==> src/lprc_pkg.sv <==
// Constants and carrier types of the LED PWM register core
// Notes on behaviour
// - Only pointer values 0 to 17 are acknowledged; 18 to 31 are refused.
// - Mode 1 bits 7:5 mirror increment option; reset reads increment on.
// - Mode 1 bit 4 stops the oscillator when set; reset value is set.
// - After clearing the low-power bit, oscillator runs within 500 us.
// - No group dimming or blinking while the oscillator is stopped.
// - Mode 1 bits 3..1 enable alternate call addresses 1..3; reset clear.
// - Mode 1 bit 0 enables the broadcast call address; reset set.
// - Mode 2 bit 5 picks group dimming (0) or blinking (1); reset 0.
// - Mode 2 bit 3: outputs update at STOP (0) or at ACK (1).
// - Update timing applies only to addresses 02h through 08h.
// - Each channel makes a 97 kHz PWM with duty value over 256.
// - Individual duty acts only in drive modes 10 and 11.
// - Dimming adds a fixed 190 Hz group PWM; group period ignored.
// - Group duty and period act only on channels in drive mode 11.
// - Blinking: period register sets period, group duty the on part.
// - Blink period is (period value plus one) divided by 24 seconds.
// - Drive mode: 00 off, 01 on, 10 own PWM, 11 own and group.
// - With increment on, pointer advances per access and wraps by mode.
package lprc_pkg;
	localparam int CLK_HZ = 125000000;
	localparam int IND_PWM_HZ = 97000;
	localparam int GRP_DIM_HZ = 190;
	localparam int BLINK_DIV = 24;
	localparam int PWM_STEPS = 256;
	localparam int IND_STEP_CYC = CLK_HZ / (IND_PWM_HZ * PWM_STEPS);
	localparam int DIM_STEP_CYC = CLK_HZ / (GRP_DIM_HZ * PWM_STEPS);
	localparam int BLINK_UNIT_CYC = CLK_HZ / (BLINK_DIV * PWM_STEPS);
	localparam int OSC_WAKE_US = 500;
	localparam int OSC_WAKE_CYC = (CLK_HZ / 1000000) * OSC_WAKE_US;

	localparam logic [4:0] ADDR_MODE_CONTROL_1 = 5'h00;
	localparam logic [4:0] ADDR_MODE_CONTROL_2 = 5'h01;
	localparam logic [4:0] ADDR_DUTY0 = 5'h02;
	localparam logic [4:0] ADDR_DUTY7 = 5'h09;
	localparam logic [4:0] ADDR_GRP_DUTY = 5'h0a;
	localparam logic [4:0] ADDR_GRP_PER = 5'h0b;
	localparam logic [4:0] ADDR_OSEL0 = 5'h0c;
	localparam logic [4:0] ADDR_OSEL1 = 5'h0d;
	localparam logic [4:0] ADDR_ALT1 = 5'h0e;
	localparam logic [4:0] ADDR_ALT2 = 5'h0f;
	localparam logic [4:0] ADDR_ALT3 = 5'h10;
	localparam logic [4:0] ADDR_BCAST = 5'h11;
	localparam logic [4:0] ADDR_LAST = 5'h11;
	localparam logic [4:0] STAGE_FIRST = 5'h02;
	localparam logic [4:0] STAGE_LAST = 5'h08;

	localparam int MODE_CONTROL_1_AI_LSB = 5;
	localparam int MODE_CONTROL_1_SLEEP_BIT = 4;
	localparam int MODE_CONTROL_2_BLINK_BIT = 5;
	localparam int MODE_CONTROL_2_OCH_BIT = 3;
	localparam logic [2:0] AI_RESET = 3'h4;
	localparam logic [4:0] MODE_CONTROL_1_LOW_RESET = 5'h11;
	localparam logic [5:0] MODE_CONTROL_2_RESET = 6'h05;
	localparam logic [7:0] GRP_DUTY_RESET = 8'hff;
	localparam logic [7:0] ALT1_RESET = 8'he2;
	localparam logic [7:0] ALT2_RESET = 8'he4;
	localparam logic [7:0] ALT3_RESET = 8'he8;
	localparam logic [7:0] BCAST_RESET = 8'he0;

	typedef enum logic [1:0] {
		LPRC_DRV_OFF = 2'h0,
		LPRC_DRV_ON = 2'h1,
		LPRC_DRV_IND = 2'h2,
		LPRC_DRV_GRP = 2'h3
	} lprc_drive_t;

	typedef struct packed {
		logic ctl_wr;
		logic data_wr;
		logic data_rd;
		logic [7:0] wdata;
	} lprc_req_t;

	typedef struct packed {
		logic [2:0] alt_enable;
		logic broadcast_enable;
		logic [6:0] alt_addr_1;
		logic [6:0] alt_addr_2;
		logic [6:0] alt_addr_3;
		logic [6:0] broadcast_addr;
	} lprc_addr_cfg_t;
endpackage

==> src/lprc_core.sv <==
// Register file and dimming/blinking engine of the LED PWM register core
`timescale 1ns/1ps
`default_nettype none
module lprc_core #(
	parameter int NUM_CH = 8,
	parameter int BLINK_UNIT = lprc_pkg::BLINK_UNIT_CYC,
	parameter int OSC_WAKE = lprc_pkg::OSC_WAKE_CYC
) (
	input wire logic core_clk, // System clock
	input wire logic rst_b, // Asynchronous reset, active low
	input wire lprc_pkg::lprc_req_t req, // Register access strobes
	input wire logic bus_ack, // Data byte acknowledged pulse
	input wire logic bus_stop, // Bus STOP seen pulse
	output logic ptr_ok_ff, // Pointer is acknowledged
	output logic [7:0] rd_data_ff, // Read answer
	output logic [NUM_CH-1:0] led_on_ff, // Channel drives LED on
	output lprc_pkg::lprc_addr_cfg_t addr_cfg_ff // Call address setup
);
	logic rst_meta_b_ff;
	logic rst_sync_b_ff;
	logic [2:0] ai_ff;
	logic [4:0] ptr_ff;
	logic [4:0] mode_control_1_low_ff;
	logic [5:0] mode_control_2_ff;
	logic [7:0] duty_sh_ff [NUM_CH];
	logic [7:0] duty_ff [NUM_CH];
	logic [7:0] grp_duty_ff;
	logic [7:0] grp_per_ff;
	logic [15:0] osel_ff;
	logic [6:0] alt_ff [3];
	logic [6:0] bcast_ff;
	logic osc_run_ff;
	logic [22:0] wake_cnt_ff;
	logic [2:0] ind_pre_ff;
	logic [7:0] ind_cnt_ff;
	logic [22:0] grp_pre_ff;
	logic [7:0] grp_cnt_ff;
	logic wr_ok;
	logic apply;
	logic sleep;
	logic blink;
	logic grp_on;
	logic [22:0] grp_lim;
	logic [7:0] rd_val;
	logic [4:0] nxt_ptr;

	// Pointer step by increment mode
	function automatic logic [4:0] step_ptr(input logic [2:0] ai,
		input logic [4:0] p);
		logic [4:0] r;
		r = p;
		unique case (ai)
			3'h4: r = (p >= lprc_pkg::ADDR_LAST) ? 5'h00 : p + 5'h01;
			3'h5: r = (p >= lprc_pkg::ADDR_LAST) ?
				lprc_pkg::ADDR_DUTY0 : p + 5'h01;
			3'h6: r = (p >= lprc_pkg::ADDR_GRP_PER) ?
				lprc_pkg::ADDR_GRP_DUTY : p + 5'h01;
			3'h7: r = (p >= lprc_pkg::ADDR_GRP_PER) ?
				lprc_pkg::ADDR_DUTY0 : p + 5'h01;
			default: r = p;
		endcase
		return r;
	endfunction

	// Addresses whose effect waits for the update event
	function automatic logic staged(input logic [4:0] a);
		return (a >= lprc_pkg::STAGE_FIRST) && (a <= lprc_pkg::STAGE_LAST);
	endfunction

	always_ff @(posedge core_clk or negedge rst_b) begin
		if (!rst_b) begin
			rst_meta_b_ff <= 1'b0;
			rst_sync_b_ff <= 1'b0;
		end else begin
			rst_meta_b_ff <= 1'b1;
			rst_sync_b_ff <= rst_meta_b_ff;
		end
	end

	assign sleep = mode_control_1_low_ff[lprc_pkg::MODE_CONTROL_1_SLEEP_BIT];
	assign blink = mode_control_2_ff[lprc_pkg::MODE_CONTROL_2_BLINK_BIT];
	assign wr_ok = req.data_wr && ptr_ok_ff;
	assign apply = mode_control_2_ff[lprc_pkg::MODE_CONTROL_2_OCH_BIT] ? bus_ack : bus_stop;
	assign nxt_ptr = step_ptr(ai_ff, ptr_ff);

	// Control byte and pointer
	always_ff @(posedge core_clk or negedge rst_sync_b_ff) begin
		if (!rst_sync_b_ff) begin
			ai_ff <= lprc_pkg::AI_RESET;
			ptr_ff <= 5'h00;
			ptr_ok_ff <= 1'b1;
		end else if (req.ctl_wr) begin
			ai_ff <= req.wdata[7:5];
			ptr_ff <= req.wdata[4:0];
			ptr_ok_ff <= (req.wdata[4:0] <= lprc_pkg::ADDR_LAST);
		end else if ((req.data_wr || req.data_rd) && ptr_ok_ff &&
			ai_ff[2]) begin
			ptr_ff <= nxt_ptr;
		end
	end

	// Mode registers
	always_ff @(posedge core_clk or negedge rst_sync_b_ff) begin
		if (!rst_sync_b_ff) begin
			mode_control_1_low_ff <= lprc_pkg::MODE_CONTROL_1_LOW_RESET;
			mode_control_2_ff <= lprc_pkg::MODE_CONTROL_2_RESET;
		end else if (wr_ok && ptr_ff == lprc_pkg::ADDR_MODE_CONTROL_1) begin
			mode_control_1_low_ff <= req.wdata[4:0];
		end else if (wr_ok && ptr_ff == lprc_pkg::ADDR_MODE_CONTROL_2) begin
			mode_control_2_ff <= req.wdata[5:0];
		end
	end

	// Group, drive mode and call address registers
	always_ff @(posedge core_clk or negedge rst_sync_b_ff) begin
		if (!rst_sync_b_ff) begin
			grp_duty_ff <= lprc_pkg::GRP_DUTY_RESET;
			grp_per_ff <= 8'h00;
			osel_ff <= 16'h0000;
			alt_ff[0] <= lprc_pkg::ALT1_RESET[7:1];
			alt_ff[1] <= lprc_pkg::ALT2_RESET[7:1];
			alt_ff[2] <= lprc_pkg::ALT3_RESET[7:1];
			bcast_ff <= lprc_pkg::BCAST_RESET[7:1];
		end else if (wr_ok) begin
			unique case (ptr_ff)
				lprc_pkg::ADDR_GRP_DUTY: grp_duty_ff <= req.wdata;
				lprc_pkg::ADDR_GRP_PER: grp_per_ff <= req.wdata;
				lprc_pkg::ADDR_OSEL0: osel_ff[7:0] <= req.wdata;
				lprc_pkg::ADDR_OSEL1: osel_ff[15:8] <= req.wdata;
				lprc_pkg::ADDR_ALT1: alt_ff[0] <= req.wdata[7:1];
				lprc_pkg::ADDR_ALT2: alt_ff[1] <= req.wdata[7:1];
				lprc_pkg::ADDR_ALT3: alt_ff[2] <= req.wdata[7:1];
				lprc_pkg::ADDR_BCAST: bcast_ff <= req.wdata[7:1];
				default: ;
			endcase
		end
	end

	// Channel duty: written copy, and the copy the PWM uses
	for (genvar i = 0; i < NUM_CH; i++) begin : g_duty
		localparam logic [4:0] ADDR = 5'(lprc_pkg::ADDR_DUTY0 + i);
		always_ff @(posedge core_clk or negedge rst_sync_b_ff) begin
			if (!rst_sync_b_ff) begin
				duty_sh_ff[i] <= 8'h00;
				duty_ff[i] <= 8'h00;
			end else begin
				if (wr_ok && ptr_ff == ADDR) begin
					duty_sh_ff[i] <= req.wdata;
				end
				if (!staged(ADDR)) begin
					duty_ff[i] <= (wr_ok && ptr_ff == ADDR) ?
						req.wdata : duty_sh_ff[i];
				end else if (apply) begin
					duty_ff[i] <= duty_sh_ff[i];
				end
			end
		end
	end

	// Read path
	always_comb begin
		rd_val = 8'h00;
		if (ptr_ff >= lprc_pkg::ADDR_DUTY0 && ptr_ff <= lprc_pkg::ADDR_DUTY7)
		begin
			rd_val = duty_sh_ff[3'(ptr_ff - lprc_pkg::ADDR_DUTY0)];
		end
		unique case (ptr_ff)
			lprc_pkg::ADDR_MODE_CONTROL_1: rd_val = {ai_ff, mode_control_1_low_ff};
			lprc_pkg::ADDR_MODE_CONTROL_2: rd_val = {2'b00, mode_control_2_ff};
			lprc_pkg::ADDR_GRP_DUTY: rd_val = grp_duty_ff;
			lprc_pkg::ADDR_GRP_PER: rd_val = grp_per_ff;
			lprc_pkg::ADDR_OSEL0: rd_val = osel_ff[7:0];
			lprc_pkg::ADDR_OSEL1: rd_val = osel_ff[15:8];
			lprc_pkg::ADDR_ALT1: rd_val = {alt_ff[0], 1'b0};
			lprc_pkg::ADDR_ALT2: rd_val = {alt_ff[1], 1'b0};
			lprc_pkg::ADDR_ALT3: rd_val = {alt_ff[2], 1'b0};
			lprc_pkg::ADDR_BCAST: rd_val = {bcast_ff, 1'b0};
			default: ;
		endcase
	end

	always_ff @(posedge core_clk or negedge rst_sync_b_ff) begin
		if (!rst_sync_b_ff) begin
			rd_data_ff <= 8'h00;
		end else if (req.data_rd) begin
			rd_data_ff <= ptr_ok_ff ? rd_val : 8'h00;
		end
	end

	always_ff @(posedge core_clk or negedge rst_sync_b_ff) begin
		if (!rst_sync_b_ff) begin
			addr_cfg_ff <= '0;
		end else begin
			// Bit 0 of the enable field is call address 1 (mode 1 bit 3)
			addr_cfg_ff.alt_enable <= {mode_control_1_low_ff[1], mode_control_1_low_ff[2],
				mode_control_1_low_ff[3]};
			addr_cfg_ff.broadcast_enable <= mode_control_1_low_ff[0];
			addr_cfg_ff.alt_addr_1 <= alt_ff[0];
			addr_cfg_ff.alt_addr_2 <= alt_ff[1];
			addr_cfg_ff.alt_addr_3 <= alt_ff[2];
			addr_cfg_ff.broadcast_addr <= bcast_ff;
		end
	end

	// Oscillator model: stops at once, restarts after the wake delay
	always_ff @(posedge core_clk or negedge rst_sync_b_ff) begin
		if (!rst_sync_b_ff) begin
			osc_run_ff <= 1'b0;
			wake_cnt_ff <= 23'h000000;
		end else if (sleep) begin
			osc_run_ff <= 1'b0;
			wake_cnt_ff <= 23'h000000;
		end else if (!osc_run_ff) begin
			if (wake_cnt_ff == 23'(OSC_WAKE - 1)) begin
				osc_run_ff <= 1'b1;
			end else begin
				wake_cnt_ff <= wake_cnt_ff + 23'h000001;
			end
		end
	end

	// Individual PWM timebase
	always_ff @(posedge core_clk or negedge rst_sync_b_ff) begin
		if (!rst_sync_b_ff) begin
			ind_pre_ff <= 3'h0;
			ind_cnt_ff <= 8'h00;
		end else if (!osc_run_ff) begin
			ind_pre_ff <= 3'h0;
			ind_cnt_ff <= 8'h00;
		end else if (ind_pre_ff == 3'(lprc_pkg::IND_STEP_CYC - 1)) begin
			ind_pre_ff <= 3'h0;
			ind_cnt_ff <= ind_cnt_ff + 8'h01;
		end else begin
			ind_pre_ff <= ind_pre_ff + 3'h1;
		end
	end

	// Group timebase: fixed dimming rate or programmed blink period
	assign grp_lim = blink ?
		23'(({15'h0000, grp_per_ff} + 23'h000001) * 23'(BLINK_UNIT)) :
		23'(lprc_pkg::DIM_STEP_CYC);

	always_ff @(posedge core_clk or negedge rst_sync_b_ff) begin
		if (!rst_sync_b_ff) begin
			grp_pre_ff <= 23'h000000;
			grp_cnt_ff <= 8'h00;
		end else if (!osc_run_ff) begin
			grp_pre_ff <= 23'h000000;
			grp_cnt_ff <= 8'h00;
		end else if (grp_pre_ff >= grp_lim - 23'h000001) begin
			grp_pre_ff <= 23'h000000;
			grp_cnt_ff <= grp_cnt_ff + 8'h01;
		end else begin
			grp_pre_ff <= grp_pre_ff + 23'h000001;
		end
	end

	assign grp_on = grp_cnt_ff < grp_duty_ff;

	// Channel output stage
	for (genvar i = 0; i < NUM_CH; i++) begin : g_out
		lprc_pkg::lprc_drive_t drv;
		logic ind_on;
		assign drv = lprc_pkg::lprc_drive_t'(osel_ff[2*i +: 2]);
		assign ind_on = osc_run_ff && (ind_cnt_ff < duty_ff[i]);
		always_ff @(posedge core_clk or negedge rst_sync_b_ff) begin
			if (!rst_sync_b_ff) begin
				led_on_ff[i] <= 1'b0;
			end else begin
				unique case (drv)
					lprc_pkg::LPRC_DRV_OFF: led_on_ff[i] <= 1'b0;
					lprc_pkg::LPRC_DRV_ON: led_on_ff[i] <= 1'b1;
					lprc_pkg::LPRC_DRV_IND: led_on_ff[i] <= ind_on;
					lprc_pkg::LPRC_DRV_GRP: led_on_ff[i] <= ind_on && grp_on;
				endcase
			end
		end
	end

	property p_ptr_ack;
		@(posedge core_clk) disable iff (!rst_sync_b_ff)
		req.ctl_wr |=> ptr_ok_ff == ($past(req.wdata[4:0]) <= 5'h11);
	endproperty
	a_ptr_ack: assert property (p_ptr_ack) else $error("pointer ack wrong");

	property p_ai_ro;
		@(posedge core_clk) disable iff (!rst_sync_b_ff)
		(wr_ok && ptr_ff == 5'h00 && !req.ctl_wr) |=> $stable(ai_ff);
	endproperty
	a_ai_ro: assert property (p_ai_ro) else $error("increment bits written");

	property p_sleep_stop;
		@(posedge core_clk) disable iff (!rst_sync_b_ff)
		sleep |=> !osc_run_ff;
	endproperty
	a_sleep_stop: assert property (p_sleep_stop) else $error("osc runs asleep");

	property p_wake_time;
		@(posedge core_clk) disable iff (!rst_sync_b_ff)
		$rose(osc_run_ff) |-> $past(wake_cnt_ff) == 23'(OSC_WAKE - 1);
	endproperty
	a_wake_time: assert property (p_wake_time) else $error("wake time wrong");

	property p_idle_stopped;
		@(posedge core_clk) disable iff (!rst_sync_b_ff)
		!osc_run_ff ##1 !osc_run_ff |-> grp_cnt_ff == 8'h00 && ind_cnt_ff == 8'h00;
	endproperty
	a_idle_stopped: assert property (p_idle_stopped) else $error("counting asleep");

	property p_staged_hold;
		@(posedge core_clk) disable iff (!rst_sync_b_ff)
		(wr_ok && ptr_ff == 5'h02 && !apply) |=> duty_ff[0] == $past(duty_ff[0]);
	endproperty
	a_staged_hold: assert property (p_staged_hold) else $error("early update");

	property p_ind_pwm;
		@(posedge core_clk) disable iff (!rst_sync_b_ff)
		osel_ff[1:0] == 2'h2 |=>
			led_on_ff[0] == $past(osc_run_ff && ind_cnt_ff < duty_ff[0]);
	endproperty
	a_ind_pwm: assert property (p_ind_pwm) else $error("channel pwm wrong");

	property p_off;
		@(posedge core_clk) disable iff (!rst_sync_b_ff)
		osel_ff[1:0] == 2'h0 |=> !led_on_ff[0];
	endproperty
	a_off: assert property (p_off) else $error("off channel on");

	property p_combined;
		@(posedge core_clk) disable iff (!rst_sync_b_ff)
		(osel_ff[1:0] == 2'h3 && !grp_on) |=> !led_on_ff[0];
	endproperty
	a_combined: assert property (p_combined) else $error("group gate lost");

	property p_wrap;
		@(posedge core_clk) disable iff (!rst_sync_b_ff)
		((req.data_wr || req.data_rd) && !req.ctl_wr && ai_ff == 3'h5 &&
			ptr_ff == 5'h11)
			|=> ptr_ff == 5'h02;
	endproperty
	a_wrap: assert property (p_wrap) else $error("pointer wrap wrong");
endmodule
`default_nettype wire

==> config.mk <==
export PLATFORM = sky130hd
export DESIGN_NAME = lprc_core
export DESIGN_NICKNAME = d
export VERILOG_FILES = /design/src/lprc_pkg.sv /design/src/lprc_core.sv
export SDC_FILE = /design/constraint.sdc
export NUM_CORES = 1
export LEC_CHECK = 0
export BUFFER_PORTS_ARGS = -buffer_cell sky130_fd_sc_hd__buf_2
export CAP_MARGIN = 20
export CORE_MARGIN = 2
export CORE_UTILIZATION = 29
export DETAILED_ROUTE_END_ITERATION = 12
export GPL_ROUTABILITY_DRIVEN = 0
export PLACE_DENSITY = 0.51
export SYNTH_ARGS = -nofsm -noshare
export SYNTH_HDL_FRONTEND = slang
export SYNTH_SLANG_ARGS = --single-unit
==> constraint.sdc <==
create_clock -name core_clk -period 16.5 [get_ports core_clk]
set_input_delay 3.3 -clock core_clk [delete_from_list [all_inputs] [get_ports core_clk]]
set_output_delay 3.3 -clock core_clk [all_outputs]
set_load 0.05 [all_outputs]
Word-level counts from Yosys, hierarchy flattened:

Cells that the tools add are included.

* add/subtract/negate cells: 9
* multipliers: 1
* order comparisons: 16
* eq/ne operators: 51
* mux-type cells: 37
* bitwise gates (word level): 2
* reduce and logical (&&, ||, !) cells: 53

Operators by type and width (count)
* $mux W23: 6
* $pmux W8 S10: 1
* $lt A8 B8 Y1: 9
* $mux W8: 8
* $add A23 B1 Y23 const B: 2
* $eq A5 B4 Y1 const B: 8
* $eq A2 B2 Y1 const B: 16
* $pmux W1 S4: 8
* $logic_and A1 B1 Y1: 30
* $mux W5: 6
* $bmux W8 S3: 1
* $eq A23 B16 Y1 const B: 1
* $ge A23 B23 Y1: 1
* $mul A9 B15 Y23 const B: 1
* $sub A23 B1 Y23 const B: 1
* $reduce_and A2 Y1: 11
* $eq A5 B3 Y1 const B: 4
* $pmux W5 S4: 1
* $add A8 B1 Y8 const B: 2
* $eq A2 B1 Y1 const B: 8
* $logic_not A2 Y1: 8
* $eq A3 B3 Y1 const B: 5
* $eq A5 B2 Y1 const B: 2
* $eq A5 B5 Y1 const B: 2
* other kinds (21): 27

* register bits: 316
* input bits: 15
* output and inout bits: 49
* logic and storage cells: 220

Longest topological paths before layout:

* depth after elaboration: 8
* mapped depth: 34
* mapped depth without buffers: 30

Least setup slack after synthesis:

No wires, ideal clock.

* path kind: register -> register
* start: register grp_per_ff[0]
* end: register grp_pre_ff[13]
* library setup time: 132 ps
* arrival time: 7182 ps
* data required time: 16368 ps
* setup slack: 9186 ps
* stages on the path, launching flop included: 31
* path buffers: 2
* period minus slack after synthesis: 7314 ps
* path through: dfrtp_1 > buf_1 > nand2_1 > nor2_1 > nand3_1 > xnor2_1 > ha_1 > ha_1 > inv_1 > fa_1 > inv_1 > fa_1 > inv_1 > fa_1 > inv_1 > ha_1 > a21oi_1 > o21ai_0 > or2_2 > o2111ai_1 > nand4b_2 > nand4bb_1 > nor4b_2 > xor2_1 > ha_1 > a211oi_1 > and3b_1 > o21a_1 > o21ai_1 > clkbuf_1 > nor2_1

* word-level cells in the longest chain between the ends: 7

RTL lines
* from (decl): RTL line lprc_core.sv:28 `logic [7:0] grp_per_ff;`
* from (signal assigned): RTL line lprc_core.sv:127 `lprc_pkg::ADDR_GRP_PER: grp_per_ff <= req.wdata;`
* $add A8 B1 Y9: RTL line lprc_core.sv:240 `23'(({15'h0000, grp_per_ff} + 23'h000001) * 23'(BLINK_UNIT)) :`
* $mul A9 B15 Y23: RTL line lprc_core.sv:240
* $mux W23: RTL line lprc_core.sv:239 `assign grp_lim = blink ?`
* $sub A23 B1 Y23: RTL line lprc_core.sv:250 `end else if (grp_pre_ff >= grp_lim - 23'h000001) begin`
* $ge A23 B23 Y1: RTL line lprc_core.sv:250
* $mux W23: RTL line lprc_core.sv:250
* $mux W23: RTL line lprc_core.sv:247 `end else if (!osc_run_ff) begin`
* to (signal assigned): RTL line lprc_core.sv:254 `grp_pre_ff <= grp_pre_ff + 23'h000001;`
* to (decl): RTL line lprc_core.sv:36 `logic [22:0] grp_pre_ff;`

No other way between the ends.
A chain may end at the register's enable or synchronous reset.

Worst setup path after layout:

* start: register grp_per_ff[0]
* end: register grp_pre_ff[16]

Same word-level chain as after synthesis.

==> reports/metrics.cfg <==
[route]
viasPerCell = 4.846
drt_iter0_markers = 768
routed_wl_um = 49330
routedWlPerCell_um = 18.38
drt_first_pass_iters = 5
drc = 0
via_count = 13000
ant_nets = 0

[sta]
grt_setup_unrepaired = false
drv_slew = 0
slew_headroom_pct = 19.58
fin_skew_ns = 0.03786
hold_violations = 0
finalSetupViolCount = 0
worst_pin_slew_ns = 1.176
min_period_over_period_pct = 50.30
max_freq_mhz = 120.5
setup_ws_ns = 8.201
fin_crit_ns = 8.299
setup_tns_ns = 0

[yosys]
synth_cells = 1740
syn_nets = 1946
async_reset_ff_share_pct = 100.0
synth.avg_cell_area_sq_um = 10.75
synth.area.top_cells = dfrtp_1 (38%), mux2_2 (11%), ha_1 (10%)
yosys_warnings = 0
ys_ff_latch = 316
synth_edf_count = 0
synth_seq_area_share_pct = 42.45
yosys.area.top_type_share_pct = 38.38
ys.flop_type = dfrtp_1
yosysTopAreaCell = dfrtp_1
ys_types = 75
netlist_area_sq_um = 18710

[die]
core-area_sq_um = 64120
start_util_pct = 29.19
dieArea_sq_um = 66570
die_w_um = 258.0
fp-row-count = 93
boundaryPins = 64
die_h_um = 258.0

[critical_path]
worstSetupPathType = reg -> reg
critPathMaxStageDelay_ns = 0.67
crit_arrival_ns = 8.77
cp_max_fo = 23
required_ns = 16.98
critPathCaptureType = register
critPathMostFrequentCell = ha_1
startpoint_type = register
slowest_stage = dfrtp_1

[flow_run]
max_cap_viol_count = 0

[clocking]
clock-root-buffer = clkbuf_16
clkTransAtPathRegs_ns = 0.06
clk_path_buf_depth = 3
clock-sinks = 316
cts_tree = built
cts_hold_buffers = 0
h-tree-depth = 2
ctsResizeCount = 0
postCtsSetupBuffers = 0
cts_buffers = 37
worstSkewPairLatency_ns = 0.55

[placed_design]
place_hpwl_um = 35850
dpl_worst_slack_ns = 8.295
io_buffers = 63

[global_route]
grt_usage_pct = 15.04
grt_pass1_vias = 13360
grt_pass1_wl_um = 78510
gr-total-overflow = 0
grt_max_degree = 170
antenna_found_initial = 1

[final_layout]
drive_gt1_share_pct = 21.12
fill_cells = 6453
layout.nets = 2006
num_antenna_cells = 0
area_growth_pct = 13.21

[run_status]
status = completed

[hold_path]
min_path_type = reg -> async

==> routing by layer <==
metal / global-route usage [%] / routed length, um
met1: 20.64 / 22850
met3: 2.101 / 2014
met4: 4.897 / 1455
met2: 24.44 / 23010
met5: 0 / 0
==> Yosys cell counts (3+ instances only) <==
cell and n:
dfrtp_1 287, mux2_2 179, inv_1 165, ha_1 157
nand2_1 129, nor2_1 124, o21ai_0 80, xor2_1 48
clkbuf_1 47, a21oi_1 44, nand3_1 42, xnor2_1 40
fa_1 34, a21o_1 31, nand2b_1 31, dfstp_2 29
mux2i_1 28, nor3_1 20, and3_1 18, a22oi_1 17
mux4_2 16, nand4_1 15, nor2b_1 13, a211oi_1 12
a311oi_1 8, o22ai_1 8, nor4_1 7, buf_1 6
o2111ai_1 6, or2_2 6, or3_1 6, and2_1 5
and4_1 5, o2111a_1 5, o211ai_1 5, a221oi_1 4
a31oi_1 4, buf_2 4, nor4b_1 4, nand4bb_1 3
o21a_1 3, o21ai_1 3, or4_1 3
==> worst paths after layout <==
| kind | from | to | slack (ns) | depth (start not counted) |
|---|---|---|---|---|
| max in group asynchronous | rst_b | rst_sync_b_ff$_DFF_PN0_ | 13.86 | 1 |
| min reg2reg | rst_sync_b_ff$_DFF_PN0_ | grp_pre_ff[19]$_DFF_PN0_ | 0.30 | 0 |
| min | rst_sync_b_ff$_DFF_PN0_ | grp_pre_ff[19]$_DFF_PN0_ | 0.30 | 0 |
| max | grp_per_ff[0]$_DFFE_PN0P_ | grp_pre_ff[16]$_DFF_PN0_ | 8.20 | 29 |
| max reg2reg | grp_per_ff[0]$_DFFE_PN0P_ | grp_pre_ff[16]$_DFF_PN0_ | 8.20 | 29 |
| min in group core_clk | rst_meta_b_ff$_DFF_PN0_ | rst_sync_b_ff$_DFF_PN0_ | 0.34 | 0 |
==> sequential cells by signal (all words and copies together) (netlist names), 3 cells and up <==
signal,count
duty_ff,64
duty_sh_ff,56
addr_cfg_ff,32
grp_pre_ff,23
wake_cnt_ff,23
alt_ff,21
osel_ff,16
grp_cnt_ff,8
grp_duty_ff,8
grp_per_ff,8
ind_cnt_ff,8
led_on_ff,8
rd_data_ff,8
bcast_ff,7
mode_control_2_ff,6
mode_control_1_low_ff,5
ptr_ff,5
ai_ff,3
ind_pre_ff,3
==> metrics by stage <==
step | area, sq um | utilization [%] | hold WS, ns | cells
final | 21190 | 33.04 | 0.2979 | 2683
after global routing | 21190 | 33.04 | 0.3494 | 2683
after CTS | 21170 | 33.02 | 0.3257 | 2680
after detailed placement | 20010 | 31.20 | 0.3166 | 2613
after global placement | 20000 | 31.19 | 0.3061 | 2612
after floorplan | 18710 | - | 0.3312 | 1740
==> cells by family after synthesis <==
| family | count (synthesis) | synth area share (%) |
|---|---|---|
| other | 1 | 0.02004 |
| AND/OR/NAND/NOR | 443 | 11.57 |
| buffers and inverters | 225 | 4.580 |
| flip-flops | 316 | 42.45 |
| XOR/XNOR | 89 | 4.206 |
| multiplexers | 223 | 14.19 |
| AO/OA/AOI/OAI | 252 | 8.839 |
| adder cells (fa/ha/maj) | 191 | 14.13 |
==> layout by cell type (no fill, tap or decap), types with 5 or more instances in the layout <==
master	synthesis	final
nor4_1	7	6
a21o_1	31	31
a22oi_1	17	17
dfstp_2	29	29
mux2i_1	28	27
and3_1	18	18
or2_2	6	6
mux2_2	179	179
or3_1	6	6
xnor2_1	40	40
a311oi_1	8	8
a211oi_1	12	12
and2_1	5	5
inv_1	165	165
o211ai_1	5	5
nor2_1	124	124
o2111ai_1	6	6
nand2b_1	31	31
nand3_1	42	42
a21oi_1	44	44
o2111a_1	5	5
ha_1	157	157
nor2b_1	13	13
clkbuf_8	0	5
nor3_1	20	19
o21ai_0	80	80
xor2_1	48	48
mux4_2	16	16
o22ai_1	8	8
buf_2	4	64
buf_4	0	12
fa_1	34	34
and4_1	5	5
clkbuf_1	47	7
clkbuf_16	0	37
nand2_1	129	129
dfrtp_1	287	286
clkinv_2	0	9
nand4_1	15	15
==> final cells by class <==
type                            count  area [sq um]  area share (%)
Multi-Input combinational cell   1199          9936           46.90
Clock inverter                     18         143.9          0.6792
Timing Repair Buffer               79         440.4           2.079
Inverter                          167         626.9           2.959
Clock buffer                       49          1021           4.819
Sequential cell                   316          7948           37.51
Tap cell                          855          1070           5.050
==> critical path, delay by kind of cell (launching register included) <==
kind	cells	cell delay, ns
AO/OA/AOI/OAI	9	2.04
XOR/XNOR	2	0.29
adder cells (fa/ha/maj)	8	2.82
buffers and inverters	2	0.29
flip-flops	1	0.67
AND/OR/NAND/NOR	8	2.10
Power is not shown: default switching activity piles up to over one toggle a cycle in this logic, so the estimate is an artifact.
